## src/hdl/pfh_pkg.sv

```systemverilog
package pfh_pkg;

  // ==========================================================
  // bus geometry
  localparam int ADDR_W       = 22;
  localparam int DATA_W       = 16;
  localparam int BANK_ADDR_LSB = 20;

  // ==========================================================
  // pin timing, in ns, as specified
  localparam int CLK_PERIOD_NS          = 10;
  localparam int ADDRESS_ACCESS_TIME_NS = 70;
  localparam int WRITE_SETUP_NS         = 10;
  localparam int WRITE_PULSE_NS         = 35;
  localparam int WRITE_HOLD_NS          = 20;
  localparam int RESET_PULSE_MIN_NS     = 500;
  localparam int RESET_HIGH_TO_READ_NS  = 50;
  localparam int READY_WAIT_MAX_NS      = 20000;

  // ==========================================================
  // cycle counts; least times round up
  localparam int ACCESS_CYC      = (ADDRESS_ACCESS_TIME_NS + CLK_PERIOD_NS - 1) / CLK_PERIOD_NS;
  localparam int WRITE_SETUP_CYC = (WRITE_SETUP_NS + CLK_PERIOD_NS - 1) / CLK_PERIOD_NS;
  localparam int WRITE_PULSE_CYC = (WRITE_PULSE_NS + CLK_PERIOD_NS - 1) / CLK_PERIOD_NS;
  localparam int WRITE_HOLD_CYC  = (WRITE_HOLD_NS + CLK_PERIOD_NS - 1) / CLK_PERIOD_NS;
  localparam int RESET_PULSE_CYC = (RESET_PULSE_MIN_NS + CLK_PERIOD_NS - 1) / CLK_PERIOD_NS;
  localparam int RESET_HIGH_CYC  = (RESET_HIGH_TO_READ_NS + CLK_PERIOD_NS - 1) / CLK_PERIOD_NS;
  localparam int READY_WAIT_CYC  = READY_WAIT_MAX_NS / CLK_PERIOD_NS;

  // ==========================================================
  // data-pin enables (low = driven)
  localparam logic [15:0] DQ_DRIVE_WORD  = 16'h0000;
  localparam logic [15:0] DQ_DRIVE_BYTE  = 16'h7F00;
  localparam logic [15:0] DQ_READ_BYTE   = 16'h7FFF;
  localparam logic [15:0] DQ_RELEASE_ALL = 16'hFFFF;

endpackage

```

## src/hdl/pfh_flash_host.sv

```systemverilog
`timescale 1ns/1ns
// Notes on behaviour
// [RULE1] command writes: write strobe and chip select low, output enable high
// [RULE2] device takes program data as bytes or words per width-select pin
// [RULE3] in unlock bypass a program needs two write cycles, not four
// [RULE4] device erases one sector, several sectors, or the whole array
// [RULE5] address space holds four banks chosen by upper address bits
// [RULE6] acceleration level enters bypass, unprotects sectors, speeds programming
// [RULE7] removing acceleration level restores normal operation and protection
// [RULE8] host applies acceleration only for programming; pin never left floating
// [RULE9] identification command makes reads return id codes on sixteen lines
// [RULE10] reads in one bank proceed while another bank programs or erases
// [RULE11] suspended erase allows access elsewhere in bank, not that sector
// [RULE12] chip select and reset high put device in standby, outputs off
// [RULE13] after standby, read data valid only after full chip-select access time
// [RULE14] deselecting during program or erase does not stop the operation
// [RULE15] stable address for access time plus 30 ns gives automatic sleep
// [RULE16] reset low long enough aborts work, tristates, ignores commands
// [RULE17] host reissues an operation that a reset interrupted
// [RULE18] reset during program or erase holds ready/busy low until recovered
// [RULE19] reset while idle completes within the non-embedded recovery time
// [RULE20] host waits reset-high recovery time before starting a read
// [RULE21] output enable high disables outputs and floats data pins
// [RULE22] bank one starts with eight small sectors, then large sectors
// [RULE23] after power-up or reset the device reads array with no command
// [RULE24] byte mode: low eight lines only, top data line is lowest address
// [RULE25] write cycle captured at earlier rise of write strobe or chip select
module pfh_flash_host (
  // clock and reset
  input  wire logic                        clk,
  input  wire logic                        rst,
  // user request port
  input  wire logic                        reqValid,
  output logic                             reqReady,
  input  wire logic                        reqWrite,
  input  wire logic [pfh_pkg::ADDR_W-1:0]  reqAddr,
  input  wire logic                        reqLowAddr,
  input  wire logic [pfh_pkg::DATA_W-1:0]  reqData,
  input  wire logic                        byteMode,
  input  wire logic                        accelReq,
  input  wire logic                        protectReq,
  input  wire logic                        flashResetReq,
  // user answer port
  output logic                             rspValid,
  output logic [pfh_pkg::DATA_W-1:0]       rspData,
  output logic [1:0]                       rspBank,
  output logic                             hostBusy,
  // flash pins
  output logic [pfh_pkg::ADDR_W-1:0]       flashAddr,
  output logic                             flashCeN,
  output logic                             flashOeN,
  output logic                             flashWeN,
  output logic                             flashResetN,
  output logic                             flashWordMode,
  input  wire logic [pfh_pkg::DATA_W-1:0]  dqIn,
  output logic [pfh_pkg::DATA_W-1:0]       dqOut,
  output logic [pfh_pkg::DATA_W-1:0]       dqOeN,
  output logic                             accelLevelOn,
  output logic                             protectPinHigh,
  input  wire logic                        readyBusyN
);

  typedef enum logic [2:0] {
    ST_RST_PULSE, ST_RST_BUSY, ST_RST_RECOV, ST_IDLE,
    ST_WR_SETUP, ST_WR_PULSE, ST_WR_HOLD, ST_RD_ACCESS
  } pfh_state_t;

  pfh_state_t  state_reg;
  pfh_state_t  stateNext;
  logic [15:0] timer_reg;
  logic [15:0] timerNext;
  logic        take;
  logic        wordModeNext;

  function automatic logic [15:0] loadOf(input int cycles);
    return 16'(cycles - 1);
  endfunction

  // ==========================================================
  // request handshake
  // reads are refused while the acceleration level is applied
  assign reqReady = (state_reg == ST_IDLE) && !flashResetReq &&
                    !(accelReq && !reqWrite);  // [RULE8]
  assign hostBusy = (state_reg != ST_IDLE);

  // ==========================================================
  // sequencer
  always_comb begin
    stateNext = state_reg;
    timerNext = (timer_reg == 16'h0000) ? 16'h0000 : timer_reg - 16'h0001;
    take      = 1'b0;
    unique case (state_reg)
      ST_RST_PULSE: if (timer_reg == 16'h0000) begin  // [RULE16]
        stateNext = ST_RST_BUSY;
        timerNext = loadOf(pfh_pkg::READY_WAIT_CYC);
      end
      // busy low means an aborted embedded operation is still unwinding
      ST_RST_BUSY: if (readyBusyN || timer_reg == 16'h0000) begin  // [RULE18] [RULE19]
        stateNext = ST_RST_RECOV;
        timerNext = loadOf(pfh_pkg::RESET_HIGH_CYC);
      end
      ST_RST_RECOV: if (timer_reg == 16'h0000) begin  // [RULE20]
        stateNext = ST_IDLE;  // [RULE23]
      end
      // device reset only starts from idle, so no host operation is ever cut short
      ST_IDLE: if (flashResetReq) begin  // [RULE17]
        stateNext = ST_RST_PULSE;
        timerNext = loadOf(pfh_pkg::RESET_PULSE_CYC);
      end else if (reqValid && reqReady) begin
        take = 1'b1;
        if (reqWrite) begin
          stateNext = ST_WR_SETUP;
          timerNext = loadOf(pfh_pkg::WRITE_SETUP_CYC);
        end else begin
          stateNext = ST_RD_ACCESS;
          timerNext = loadOf(pfh_pkg::ACCESS_CYC);  // [RULE13]
        end
      end
      ST_WR_SETUP: if (timer_reg == 16'h0000) begin
        stateNext = ST_WR_PULSE;
        timerNext = loadOf(pfh_pkg::WRITE_PULSE_CYC);
      end
      ST_WR_PULSE: if (timer_reg == 16'h0000) begin
        stateNext = ST_WR_HOLD;
        timerNext = loadOf(pfh_pkg::WRITE_HOLD_CYC);
      end
      ST_WR_HOLD: if (timer_reg == 16'h0000) begin
        stateNext = ST_IDLE;
      end
      ST_RD_ACCESS: if (timer_reg == 16'h0000) begin
        stateNext = ST_IDLE;
      end
    endcase
  end

  always_ff @(posedge clk or posedge rst) begin
    if (rst) begin
      state_reg <= ST_RST_PULSE;
      timer_reg <= 16'(pfh_pkg::RESET_PULSE_CYC - 1);
    end else begin
      state_reg <= stateNext;
      timer_reg <= timerNext;
    end
  end

  // ==========================================================
  // control pins, registered from the next state
  always_ff @(posedge clk or posedge rst) begin
    if (rst) begin
      flashResetN <= 1'b0;
      flashCeN    <= 1'b1;
      flashOeN    <= 1'b1;
      flashWeN    <= 1'b1;
    end else begin
      flashResetN <= (stateNext != ST_RST_PULSE);  // [RULE16]
      // idle keeps select high so the device sits in standby
      flashCeN    <= !(stateNext inside {ST_WR_SETUP, ST_WR_PULSE, ST_WR_HOLD,
                                         ST_RD_ACCESS});  // [RULE12]
      flashOeN    <= (stateNext != ST_RD_ACCESS);  // [RULE1] [RULE21]
      // strobe rises before select, so its rise is the capture edge
      flashWeN    <= (stateNext != ST_WR_PULSE);  // [RULE1] [RULE25]
    end
  end

  // ==========================================================
  // address, data and width
  always_ff @(posedge clk or posedge rst) begin
    if (rst) begin
      flashAddr     <= '0;
      dqOut         <= '0;
      flashWordMode <= 1'b1;
      rspBank       <= 2'h0;
    end else if (take) begin
      flashAddr     <= reqAddr;
      flashWordMode <= !byteMode;  // [RULE2]
      rspBank       <= reqAddr[pfh_pkg::BANK_ADDR_LSB +: 2];  // [RULE5]
      if (byteMode) begin
        dqOut <= {reqLowAddr, 7'h00, reqData[7:0]};  // [RULE24]
      end else begin
        dqOut <= reqData;
      end
    end
  end

  // width of the request being taken, so lanes match from the first bus cycle
  assign wordModeNext = take ? !byteMode : flashWordMode;

  always_ff @(posedge clk or posedge rst) begin
    if (rst) begin
      dqOeN <= pfh_pkg::DQ_RELEASE_ALL;
    end else if (stateNext inside {ST_WR_SETUP, ST_WR_PULSE, ST_WR_HOLD}) begin
      dqOeN <= wordModeNext ? pfh_pkg::DQ_DRIVE_WORD : pfh_pkg::DQ_DRIVE_BYTE;  // [RULE24]
    end else if (stateNext == ST_RD_ACCESS && !wordModeNext) begin
      dqOeN <= pfh_pkg::DQ_READ_BYTE;  // [RULE24]
    end else begin
      dqOeN <= pfh_pkg::DQ_RELEASE_ALL;  // [RULE21]
    end
  end

  // ==========================================================
  // protect/accelerate pin, always driven to a defined level
  always_ff @(posedge clk or posedge rst) begin
    if (rst) begin
      accelLevelOn   <= 1'b0;
      protectPinHigh <= 1'b1;
    end else begin
      accelLevelOn   <= accelReq && (stateNext != ST_RD_ACCESS) &&
                        (stateNext != ST_RST_PULSE);  // [RULE8]
      protectPinHigh <= !protectReq;  // [RULE8]
    end
  end

  // ==========================================================
  // read answer
  always_ff @(posedge clk or posedge rst) begin
    if (rst) begin
      rspValid <= 1'b0;
      rspData  <= '0;
    end else begin
      rspValid <= (state_reg == ST_RD_ACCESS) && (timer_reg == 16'h0000);  // [RULE13]
      if (state_reg == ST_RD_ACCESS && timer_reg == 16'h0000) begin
        rspData <= flashWordMode ? dqIn : {8'h00, dqIn[7:0]};  // [RULE24]
      end
    end
  end

  // ==========================================================
  // checks
  logic [15:0] rdCnt_reg;
  logic [15:0] rstLowCnt_reg;
  logic [15:0] sinceRst_reg;

  always_ff @(posedge clk or posedge rst) begin
    if (rst) begin
      rdCnt_reg     <= 16'h0000;
      rstLowCnt_reg <= 16'h0000;
      sinceRst_reg  <= 16'h0000;
    end else begin
      rdCnt_reg     <= flashOeN ? 16'h0000 : rdCnt_reg + 16'h0001;
      rstLowCnt_reg <= flashResetN ? 16'h0000 : rstLowCnt_reg + 16'h0001;
      if (!flashResetN) begin
        sinceRst_reg <= 16'h0000;
      end else if (sinceRst_reg != 16'hFFFF) begin
        sinceRst_reg <= sinceRst_reg + 16'h0001;
      end
    end
  end

  a_write_levels: assert property ( // [RULE1]
    @(posedge clk) disable iff (rst) !flashWeN |-> !flashCeN && flashOeN)
    else $error("write strobe low without select low and output enable high");
  a_write_pulse: assert property ( // [RULE1]
    @(posedge clk) disable iff (rst) $fell(flashWeN) |-> !flashWeN [*4] ##1 flashWeN)
    else $error("write strobe low time wrong");
  a_capture_edge: assert property ( // [RULE25]
    @(posedge clk) disable iff (rst)
    $rose(flashWeN) |-> !flashCeN && flashAddr == $past(flashAddr) && dqOut == $past(dqOut))
    else $error("select or bus moved at write capture edge");
  a_read_access: assert property ( // [RULE13]
    @(posedge clk) disable iff (rst) rspValid |-> rdCnt_reg >= 16'(pfh_pkg::ACCESS_CYC))
    else $error("read data taken before access time");
  a_reset_width: assert property ( // [RULE16]
    @(posedge clk) disable iff (rst)
    $rose(flashResetN) |-> rstLowCnt_reg >= 16'(pfh_pkg::RESET_PULSE_CYC))
    else $error("reset pulse shorter than minimum");
  a_reset_quiet: assert property ( // [RULE16]
    @(posedge clk) disable iff (rst) !flashResetN |-> flashCeN && flashWeN && !reqReady)
    else $error("bus activity during device reset");
  a_read_recovery: assert property ( // [RULE20]
    @(posedge clk) disable iff (rst)
    !flashOeN |-> sinceRst_reg >= 16'(pfh_pkg::RESET_HIGH_CYC))
    else $error("read started inside reset recovery");
  a_output_disable: assert property ( // [RULE21]
    @(posedge clk) disable iff (rst) !flashOeN |-> dqOeN[14:0] == 15'h7FFF)
    else $error("data lines driven while device drives them");
  a_byte_lanes: assert property ( // [RULE24]
    @(posedge clk) disable iff (rst) !flashWordMode |-> dqOeN[14:8] == 7'h7F)
    else $error("upper data lines driven in byte mode");
  a_accel_use: assert property ( // [RULE8]
    @(posedge clk) disable iff (rst) accelLevelOn |-> flashOeN && flashResetN)
    else $error("acceleration level applied outside programming");
  a_idle_standby: assert property ( // [RULE12]
    @(posedge clk) disable iff (rst) (state_reg == ST_IDLE) |-> flashCeN && flashResetN)
    else $error("idle without standby levels");

endmodule

```

## config.mk

```make
export PLATFORM = sky130hd
export DESIGN_NAME = pfh_flash_host
export DESIGN_NICKNAME = d
export VERILOG_FILES = /design/src/hdl/pfh_pkg.sv /design/src/hdl/pfh_flash_host.sv
export SDC_FILE = /design/constraint.sdc
export NUM_CORES = 1
export LEC_CHECK = 0
export ABC_AREA = 1
export BUFFER_PORTS_ARGS = -buffer_cell sky130_fd_sc_hd__buf_2
export CAP_MARGIN = 20
export CORE_MARGIN = 5
export CORE_UTILIZATION = 35
export DETAILED_ROUTE_END_ITERATION = 12
export GPL_TIMING_DRIVEN = 1
export PLACE_DENSITY = 0.61
export SYNTH_ARGS = -nofsm -noshare
export SYNTH_HDL_FRONTEND = slang
export SYNTH_SLANG_ARGS = --single-unit
```

## constraint.sdc

```tcl
create_clock -name clk -period 2.8 [get_ports clk]
set_input_delay 0.42 -clock clk [delete_from_list [all_inputs] [get_ports clk]]
set_output_delay 0.42 -clock clk [all_outputs]
set_load 0.01 [all_outputs]
```

==> out/results.txt, run 1 <==
The share of the cycle needed by the critical path after routing was 0.786. The cell row count is 38, and the first-pass GRT wire length is 15,600 um. In this run the standard cell core region covers 10,800 um^2. The die width came out at 115 um.

For this design, the CTS-stage hold fixing added 0 buffers. In this run the post-CTS setup repair buffer count came out at 0. The worst-case clock skew was 0.0199 ns. Among all flip-flop cells after synthesis, the most frequent one is sky130_fd_sc_hd__dfrtp_1.

During placement, the flow inserted port buffers numbering 145. For the number of iterations in the first detailed-routing pass, the log shows 4. The worst setup path is captured at a flop. Counting flops with a built-in enable in the synthesized netlist gives 0.

The setup-violating endpoint count in the final report was 0. The run finished with clean final reports. The total power of the final layout was 4.60 mW; the global-route usage over all layers was 0.149. The library cell used most frequently in the layout, excluding fill and tap cells, is sky130_fd_sc_hd__nand2_1.

Summed over all cells, the static leakage comes to 2.76 nW. The tools report the sequential-to-total area share from yosys stat as 0.548. At the end of routability-driven placement, the weighted congestion stood at 0.899.

After detailed routing, the number of remaining DRC violations is 0. The logs give 652 for the net count reported at finish and 517 for the post-synthesis net count. The height of the chip is 115 um.

In this run the critical register-to-register path is launched from state_reg[1]. The achievable frequency came out at 454 MHz. The initial antenna violation count was 0; the starting DRC count in detailed routing was 141.

Kind of launch point of the worst setup path: a flop. The transition at the pin with the smallest max-transition slack was 0.597 ns. The smallest clock period supported by the final layout is computed as 2.20 ns. The number of clock sinks seen by CTS came out at 84. The post-synthesis instance total was 452; the overall via count from detail_route was 3,283.

Via-per-instance ratio: 4.48. For the final routed database, the setup TNS stands at 0 ns. The synthesis-to-finish area growth works out to 25.0%. Summed over all layers, the routed wires come to 9750 um. The tools report the start point of the critical path as state_reg[1]. The synthesized design contains 84 register bits. TritonCTS built the clock tree.

For this run, the number of Yosys warnings is 0. The number of gates resized after CTS was 0. After synthesis, the mean cell area works out to 8.55 um^2. The logs give 0.36 ns for the clock insertion delay at the later pin of the skew report and 0.601 for the max-slew headroom at the worst pin. The total power divided by cell area works out to 953 nW/um^2. The worst setup path is of the reg -> reg kind.

Fraction of registers with async set/reset: 1.00. For the worst setup path, the data arrival time is 2.48 ns. The total CTS buffers was 9. flashAddr holds more flip-flops than any other register. The logs give 3,276 for the via count of the first global-routing pass and 0.349 mV for the worst vdd rail ir drop. The flip-flop count of the largest register, all copies and words added works out to 20.

No sink is reached through more buffers than the 2 on the longest clock path. Number of primary I/O pins: 146. Across all register-to-register paths, the minimum setup slack is 0.60 ns. Entering global routing, the biggest net connects 37 pins. Number of different library cells in the post-synthesis netlist: 36. The worst hold path belongs to the class in -> async.

The mapped netlist covers 3860 um^2. The share of post-route cells with drive strength above 1 is 0.343. Data on the critical path is required at its endpoint by 3.08 ns. Global routing finished with a remaining overflow of 0.

Clock tree synthesis selected as its root buffer the cell sky130_fd_sc_hd__clkbuf_8. The final count of pins violating max slew was 0; the starting density of the core was 0.356. In this run the worst path has a maximum fanout of 36.

Setup repair after global routing left no endpoint under its margin. The CTS clock-pin slew for the worst setup and hold paths was 0.09 ns; the number of maximum-capacitance constraint violations was 0. The tools report the die area as 13,200 um^2. After detailed routing, the average wire length per cell comes to 13.3 um. The final hold violation count is 0. The HPWL after detailed placement is 7490 um.

The clock tree synthesis step divided the H-tree into 3 levels. The top cell types in the final layout, fill and taps aside, are sky130_fd_sc_hd__nand2_1, sky130_fd_sc_hd__buf_2, sky130_fd_sc_hd__dfrtp_1. Once detail routing completed, the nets flagged for antenna violations numbered 0.
## stage by stage
stage	hold WS [ns]	instances	setup slack, ns	area, um^2	utilization
after floorplan	0.446	452	0.233	3860	-
after global placement	0.459	716	0.706	4640	0.428
after detailed placement	0.461	716	0.617	4640	0.428
after CTS	0.0994	732	0.588	4830	0.445
after global routing	0.128	732	0.318	4830	0.445
final	0.0985	733	0.598	4830	0.446
## power breakdown
part	total, mW	internal [mW]	switching (mW)
sequential	1.99	1.69	0.308
clock	0.822	0.374	0.448
combinational	1.79	0.726	1.06
total	4.60	2.79	1.82
## worst max-delay path, cell delays in order (launching register included)
cell	delay, ns
sky130_fd_sc_hd__dfrtp_1	0.59
sky130_fd_sc_hd__nand2_1	0.11
sky130_fd_sc_hd__nor2_2	0.17
sky130_fd_sc_hd__inv_2	0.08
sky130_fd_sc_hd__nor2_4	0.11
sky130_fd_sc_hd__nand3_4	0.15
sky130_fd_sc_hd__buf_4	0.29
sky130_fd_sc_hd__nor2_2	0.32
sky130_fd_sc_hd__a21oi_1	0.10
sky130_fd_sc_hd__o21ai_0	0.17
## final cells by class
class / instances / area (um^2)
sequential: 84 / 2120
tap: 140 / 175
clock inverter: 4 / 31.3
inverter: 39 / 148
fill: 1118 / 6010
timing repair buffer: 150 / 763
multi-input combinational: 303 / 1440
antenna: 1 / 2.50
clock buffer: 12 / 155
## cells in the mapped netlist, types with 2 or more instances
cell                       number  area [um^2]
sky130_fd_sc_hd__buf_2          6         30.0
sky130_fd_sc_hd__dfrtp_1       73         1830
sky130_fd_sc_hd__dfstp_2       11          289
sky130_fd_sc_hd__nor3_1         3         15.0
sky130_fd_sc_hd__nand2_4        2         22.5
sky130_fd_sc_hd__o21ai_0       11         55.1
sky130_fd_sc_hd__buf_4         15          113
sky130_fd_sc_hd__nand2_2        4         25.0
sky130_fd_sc_hd__xnor2_1        3         26.3
sky130_fd_sc_hd__inv_2          3         11.3
sky130_fd_sc_hd__a21oi_1        3         15.0
sky130_fd_sc_hd__nand3_2        4         40.0
sky130_fd_sc_hd__inv_1         36          135
sky130_fd_sc_hd__nand3_1       17         85.1
sky130_fd_sc_hd__a22o_1         7         61.3
sky130_fd_sc_hd__xor2_1         6         52.6
sky130_fd_sc_hd__nand4_1        3         18.8
sky130_fd_sc_hd__nand2_1      174          653
sky130_fd_sc_hd__or2_1          2         12.5
sky130_fd_sc_hd__o31ai_1        2         15.0
sky130_fd_sc_hd__clkbuf_1       5         18.8
sky130_fd_sc_hd__nor2_1        40          150
sky130_fd_sc_hd__o21ai_1        3         15.0
sky130_fd_sc_hd__nor2_4         4         45.0
sky130_fd_sc_hd__nor2_2         4         25.0
## logic make-up (layout without fill, tap and decap cells)
family | Yosys count | count (layout) | synth area share
adder cells (fa/ha/maj) | 1 | 1 | 0.00324
XOR/XNOR | 9 | 9 | 0.0204
flip-flops | 84 | 84 | 0.548
AO/OA/AOI/OAI | 30 | 30 | 0.0496
AND/OR/NAND/NOR | 263 | 263 | 0.299
buffers and inverters | 65 | 205 | 0.0797
other | 0 | 1 | 0
## routing by layer
| layer | vias up | global-route usage | share of wire |
|---|---|---|---|
| li1 | 1663 | - | - |
| met1 | 1488 | 0.203 | 0.45 |
| met2 | 120 | 0.225 | 0.45 |
| met3 | 12 | 0.0468 | 0.085 |
| met4 | 0 | 0.0532 | 0.012 |
| met5 | - | 0 | 0 |
## worst paths after layout
| kind | to | cells after the start |
|---|---|---|
| min reg2reg | flashAddr[8] | 2 |
| min in group clk | protectPinHigh | 2 |
| min | rspData[15] | 2 |
| max in group asynchronous | timer_reg[4] | 3 |
| max reg2reg | dqOeN[15] | 9 |
| max | dqOeN[15] | 9 |
No activity file was read; power rests on OpenSTA's default activity.
==> run 2, diff against run 1 <==
==> constraint.sdc (replaced) <==
create_clock -name clk -period 2.29 [get_ports clk]
set_input_delay 0.3435 -clock clk [delete_from_list [all_inputs] [get_ports clk]]
set_output_delay 0.3435 -clock clk [all_outputs]
set_load 0.01 [all_outputs]
==> run 2 against run 1 <==
  * Final cell count decreased by 0.14%
  * First-iteration DRC count increased by 6.4%
  * Non-clock buffer count unchanged
  * Total power increased by 25%
  * Critical path type unchanged
  * Critical endpoint is now rspData[13]
  * Largest cell class unchanged
==> out/results.txt, run 2 (same netlist as run 1, synthesis figures left out) <==
The number of clock sinks seen by CTS was 84 (unchanged). The critical path is of the reg -> reg type. Number of primary I/O pins: 146 (unchanged).

The library cell used most frequently in the layout, excluding fill and tap cells, is sky130_fd_sc_hd__nand2_1. The count of input and output buffers works out to 145 (unchanged). The tools report the worst slack at placement as 0.325 ns (-0.292 ns).

The first-pass GRT wire length was 15,500 um (-0.75%); the CTS clock-pin slew for the worst setup and hold paths was 0.09 ns (about the same). The run gives 0 (unchanged) as the remaining antenna violation count. The top cell types in the final layout, fill and taps aside, are sky130_fd_sc_hd__nand2_1, sky130_fd_sc_hd__buf_2, sky130_fd_sc_hd__dfrtp_1.

The maximum buffer depth of the clock tree was 2 (unchanged); the transition at the pin with the smallest max-transition slack was 0.639 ns (+0.0413 ns). TritonCTS built the clock tree. The post-route minimum period is 1.95 ns (-0.250 ns).

The run gives 512 MHz (+13%) as the achievable frequency. The cell row count was 38 (unchanged); the worst vdd rail ir drop was 0.594 mV (+70%). Setup repair after global routing left no endpoint under its margin. Counting flops per register, the top entry is flashAddr. Worst hold margin: 0.0909 ns (-0.00761 ns).

The critical path required time was 2.52 ns (-0.56 ns); the post-detailed-route DRC marker count was 0 (unchanged). The run gives 2120 um^2 (unchanged) as the area occupied by registers. The share of the cycle needed by the critical path after routing was 0.852 (+0.0658); the share of post-route cells with drive strength above 1 was 0.345 (+0.00169). The tools report the largest net degree at the start of global routing as 52 (+41%). For the max-slew headroom at the worst pin, the log shows 0.574 (-0.0271). For the net count reported at finish, the log shows 652 (unchanged). Most used routing layer: met2. The run gives 3,324 (+1.2%) as the overall via count from detail_route.

The logs give 3 (unchanged) for the maximum level of the CTS H-tree and 0.00779 ns (-0.0121 ns) for the worst-case clock skew. The final global-route overflow total came out at 0 (unchanged). The final count of pins violating max slew was 0 (unchanged); the final design utilization was 0.449 (+0.00300). The count of hold-fix buffers inserted at cts is 0 (unchanged), and the final hold violation count is 0 (unchanged). Traced cell by cell, the critical path runs through inv_1, ha_1, nand2_2, nor2_4, nand2_4, inv_2, nand3_2, nand2_1, o21ai_0. The total power divided by cell area works out to 1190 nW/um^2 (+24%). The met2 layer usage reported by global route is 0.221 (-0.00386), and the count of cells resized by post-cts repair is 0 (unchanged).

The tools report the final total negative setup slack as 0 ns (unchanged). The final worst setup slack was 0.338 ns (-0.260 ns). The area of the core was 10,800 um^2 (unchanged); the total length of routed wires was 9470 um (-2.9%). The average detailed-routed wire length per instance is 12.9 um (-2.8%). The flip-flop count of the largest register, all copies and words added was 20 (unchanged).

The tools report the initial antenna violation count as 1 (+1). The tree is rooted in a sky130_fd_sc_hd__clkbuf_8. For the placed wire-length estimate after detailed placement, the log shows 7180 um (-4.2%).

Area occupied by multi-input gates: 1440 um^2 (unchanged). For the data arrival at the endpoint of the critical path, the log shows 2.18 ns (-0.30 ns). The maximum fanout count along the critical path is 24 (-33%), and the global-route met1 utilization is 0.195 (-0.00842). The number of antenna diodes is 0 (-1).

The buffers inserted during post-CTS setup optimization was 0 (unchanged). The tools report the critical path capture point type as a flop. The flow ran to the end, and the final reports show no timing, DRC or antenna violations.

The slowest stage of the critical path is the sky130_fd_sc_hd__dfstp_2 cell. The delay of the slowest cell on the worst path came out at 0.39 ns (-0.20 ns). The die area is 13,200 um^2 (unchanged).

The via-per-instance ratio works out to 4.54 (+1.4%). The number of iterations in the first detailed-routing pass came out at 4 (unchanged). In this run the worst hold path is classified as in -> async. The global-route usage over all layers is 0.145 (-0.00419).

The die width works out to 115 um (unchanged). STA classifies the critical path startpoint as a flop. The global-route met3 utilization was 0.0489 (+0.00211). The clock insertion delay at the later pin of the skew report is 0.35 ns (about the same), and the height of the chip is 115 um (unchanged). From synthesis to final layout, the design area changed by 25.9%.

The count of filler cells inserted in the layout was 1,080 (-3.4%). The tools report the total CTS buffers as 9 (unchanged). The logs give 150 (+6.4%) for the starting DRC count in detailed routing and 0.906 (+0.86%) for the final RePlAce weighted congestion. Via count of the first global-routing pass: 3,292 (+0.49%). The setup-violating endpoint count in the final report came out at 0 (unchanged). The starting density of the core is 0.356 (unchanged), and the static power due to leakage is 2.78 nW (+0.82%). The tools report the number of maximum-capacitance constraint violations as 0 (unchanged).
[run 2: cell types whose count changed in the layout (fill, tap and decap cells not counted), sizes merged]
cell and delta:
clkinvlp -2, bufinv +1, clkbuf -1, clkinv +1, diode -1, inv +1
[run 2: where the power goes]
part | total (mW) | switching [mW] | internal (mW) | leakage [nW]
sequential | 2.42 | 0.360 | 2.06 | 1.02
clock | 1.14 | 0.561 | 0.579 | 0.112
combinational | 2.20 | 1.31 | 0.898 | 1.65
[run 2: final cells by class]
cell class | instances | share of cell area
repair buffers | 150 | 0.157
multi-input cells | 303 | 0.296
flip-flops and latches | 84 | 0.435
clock inverters | 5 | 0.0139
well taps | 140 | 0.0360
clock buffers | 11 | 0.0311
inverters | 39 | 0.0309
[run 2: final timing paths]
path                               startpoint             end  slack [ns]  cells after the start
worst max-delay path             timer_reg[0]     rspData[13]        0.34                      9
worst min-delay path                      rst       dqOut[10]        0.09                      3
worst max register to register   timer_reg[0]     rspData[13]        0.34                      9
worst min register to register  flashAddr[19]   flashAddr[19]        0.48                      2
max in group asynchronous                 rst   flashAddr[10]        1.66                      3
min in group clk                   protectReq  protectPinHigh        0.09                      2
[run 2: metal layers]
metal,up-vias,wire [um]
li1,1654,-
met1,1533,4230
met2,116,4330
met3,19,731
met4,2,158
met5,-,11
[run 2: metrics by stage]
step | cells | power [mW] | area, um^2
5_1_grt | 732 | 6.24 | 4860
4_1_cts | 732 | 5.85 | 4860
6_report | 732 | 5.76 | 4860
3_3_place_gp | 716 | 4.66 | 4640
3_5_place_dp | 716 | 4.67 | 4640
2_1_floorplan | 452 | 3.95 | 3870
[run 2: critical path: cells and delay by family, from the launching register on]
family | cells | cell delay (ns)
adder cells (fa/ha/maj) | 1 | 0.25
buffers and inverters | 2 | 0.22
AO/OA/AOI/OAI | 1 | 0.09
AND/OR/NAND/NOR | 5 | 0.87
flip-flops | 1 | 0.39
==> run 3, diff against run 2 <==
--- a/config.mk
+++ b/config.mk
@@ -7,12 +7,12 @@
 export LEC_CHECK = 0
 export ABC_AREA = 1
 export BUFFER_PORTS_ARGS = -buffer_cell sky130_fd_sc_hd__buf_2
-export CAP_MARGIN = 20
+export CAP_MARGIN = 10
 export CORE_MARGIN = 5
-export CORE_UTILIZATION = 35
+export CORE_UTILIZATION = 25
 export DETAILED_ROUTE_END_ITERATION = 12
 export GPL_TIMING_DRIVEN = 1
-export PLACE_DENSITY = 0.61
+export PLACE_DENSITY = 0.47
 export SYNTH_ARGS = -nofsm -noshare
 export SYNTH_HDL_FRONTEND = slang
 export SYNTH_SLANG_ARGS = --single-unit
==> run 3 against run 2 <==
  * First-iteration DRC count fell by 43%
  * Register-to-register slack worse by 0.04 ns
  * Flip-flop and latch count unchanged
  * Global-route usage fell by 2.8 points
  * Final cell count grew 6.8%
  * Via count fell by 1.4%
  * Fmax is 2.1% lower
  * Setup slack got worse by 0.043 ns
==> out/results.txt, run 3 (same netlist as run 1, synthesis figures left out) <==
The run finished with clean final reports. The flip-flop count of the largest register, all copies and words added works out to 20 (unchanged). The total length of routed wires is 10,400 um (+10%), and the clock insertion delay at the later pin of the skew report is 0.34 ns (about the same). For the global-route met1 utilization, the log shows 0.155 (-0.0405).

The worst vdd rail ir drop is 0.422 mV (-29%), and the final worst setup slack is 0.296 ns (-0.0426 ns). The worst hold path belongs to the class in -> reg. The run gives 653 (+0.15%) as the net count reported at finish. On the critical path the largest part of the delay comes from simple AND/OR/NAND/NOR gates. The delay of the slowest cell on the worst path is 0.39 ns (about the same).

The cell row count is 45 (+18%). The logs give 2.81 nW (+0.86%) for the static power due to leakage and 3,279 (-1.4%) for the overall via count from detail_route. Final count of pins violating max slew: 0 (unchanged). The starting density of the core is 0.254 (-0.102). Setup repair after global routing left no endpoint under its margin. The height of the chip was 134 um (+17%). TritonCTS built the clock tree. The post-route minimum period was 1.99 ns (+0.0426 ns); the data arrival at the endpoint of the critical path was 2.24 ns (+0.06 ns). In this run the most used layer during global routing was met2. For the initial antenna violation count, the log shows 0 (-1). STA classifies the critical path endpoint as a flop. The worst hold margin was 0.109 ns (+0.0182 ns); the starting DRC count in detailed routing was 85 (-43%). The worst hold path passes through 2 cells. The transition at the pin with the smallest max-transition slack came out at 0.444 ns (-0.194 ns).

The count of hold-fix buffers inserted at cts was 0 (unchanged). The tools report the final global-route overflow total as 0 (unchanged). The logs give 0.0360 (-0.0129) for the global-route met3 utilization and 4 (unchanged) for the number of iterations in the first detailed-routing pass. The run gives 3,375 (+2.5%) as the via count of the first global-routing pass.

The met2 layer usage reported by global route was 0.182 (-0.0399); the average detailed-routed wire length per instance was 13.3 um (+3.1%). The signal on the critical path passes through inv_1, ha_1, nand2_2, nor2_4, nand2_4, inv_2, nand3_2, o21ai_0. The logs give 0.282 ns (-0.0431 ns) for the worst slack at placement and 15,200 um^2 (+40%) for the area of the core. The top cell types in the final layout, fill and taps aside, are sky130_fd_sc_hd__nand2_1, sky130_fd_sc_hd__buf_2, sky130_fd_sc_hd__dfrtp_1. The share of post-route cells with drive strength above 1 came out at 0.342 (-0.00227).

The logs give 9 (unchanged) for the total CTS buffers and 5000 um^2 (+2.8%) for the finished layout cell area. The final total negative setup slack is 0 ns (unchanged), and the number of clock sinks seen by CTS is 84 (unchanged). Register ranked first by flip-flop count: flashAddr. STA classifies the critical path startpoint as a flop. The run gives 85 (+63%) as the largest net degree at the start of global routing. The number of placed cells counting well taps was 765 (+6.8%). The total power divided by cell area works out to 1200 nW/um^2 (+1.3%). The number of primary I/O pins was 146 (unchanged); the placed wire-length estimate after detailed placement was 7880 um (+9.8%). The count of non-filler cells in the finished layout is 782 (+6.8%), and the synthesis-to-finish area growth is 29.3%. The tools report the placed instance area as 4720 um^2 (+1.7%). The first-pass GRT wire length is 17,000 um (+9.2%), and the buffers inserted during post-CTS setup optimization is 0 (unchanged). Kind of critical path: reg -> reg. Leaving out fill and tap cells, the most frequent cell in the layout is sky130_fd_sc_hd__nand2_1.

The slowest stage of the critical path belongs to the cell sky130_fd_sc_hd__dfstp_2. The max-slew headroom at the worst pin is 0.704 (+0.129), and the number of buffer and inverter stages on the critical path is 2 (unchanged). For the maximum level of the CTS H-tree, the log shows 3 (unchanged). The CTS clock-pin slew for the worst setup and hold paths is 0.06 ns (-0.03 ns). The logs give 2.54 ns (+0.02 ns) for the critical path required time and 0.117 (-0.0284) for the global-route usage over all layers. Remaining antenna violation count: 0 (unchanged).

For the worst-case clock skew, the log shows 0.00751 ns (-0.000279 ns). The tools report the final hold violation count as 0 (unchanged). The tools report the post-detailed-route DRC marker count as 0 (unchanged). The count of input and output buffers was 145 (unchanged); the share of the cycle needed by the critical path after routing was 0.871 (+0.0186). The via-per-instance ratio came out at 4.19 (-7.7%). The maximum buffer depth of the clock tree was 2 (unchanged). The final RePlAce weighted congestion was 0.803 (-11%). Die width: 134 um (+17%). Number of gates on the worst path with buffers counted: 8 (-1). The final design utilization is 0.329 (-0.120), and the die area is 18,000 um^2 (+36%). The logs give 0 (unchanged) for the number of maximum-capacitance constraint violations and 6.00 mW (+4.1%) for the total power of the final layout.

The setup-violating endpoint count in the final report is 0 (unchanged). Clock root buffer: sky130_fd_sc_hd__clkbuf_16. The maximum fanout count along the critical path works out to 24 (unchanged).

The number of cells on the worst reg-to-reg path was 8 (-1); the count of cells resized by post-cts repair was 0 (unchanged). The tools report the achievable frequency as 501 MHz (-2.1%).
==> run 3: final timing paths <==
kind	start	to	slack, ns
worst max-delay path	timer_reg[0]	rspData[15]	0.30
worst min-delay path	protectReq	protectPinHigh	0.11
worst max register to register	timer_reg[0]	rspData[15]	0.30
worst min register to register	flashAddr[18]	flashAddr[18]	0.47
max in group asynchronous	rst	protectPinHigh	1.78
min in group asynchronous	rst	rspData[5]	0.14
==> run 3: worst reg2reg max path: stages (launching register included) <==
cell and delay (ns):
sky130_fd_sc_hd__dfstp_2 0.39, sky130_fd_sc_hd__inv_1 0.07, sky130_fd_sc_hd__ha_1 0.25, sky130_fd_sc_hd__nand2_2 0.11
sky130_fd_sc_hd__nor2_4 0.15, sky130_fd_sc_hd__nand2_4 0.10, sky130_fd_sc_hd__inv_2 0.16, sky130_fd_sc_hd__nand3_2 0.38
sky130_fd_sc_hd__o21ai_0 0.30
==> run 3: metal layers <==
layer	share of wire	wire length (um)
met3	0.069	721
met5	0	0
met2	0.46	4780
met1	0.46	4780
met4	0.014	142
==> run 3: layout make-up <==
cell class                 instances  area [um^2]
clock buffer                      11          233
antenna                            1         2.50
inverter                          39          150
tap                              188          235
sequential                        84         2120
clock inverter                     5         37.5
timing repair buffer             151          783
multi-input combinational        303         1440
fill                            1649        10200
==> run 3: power by group <==
group          internal (mW)  switching (mW)
logic                  0.900            1.32
registers               2.07           0.372
clock network          0.741           0.600
total                   3.71            2.30
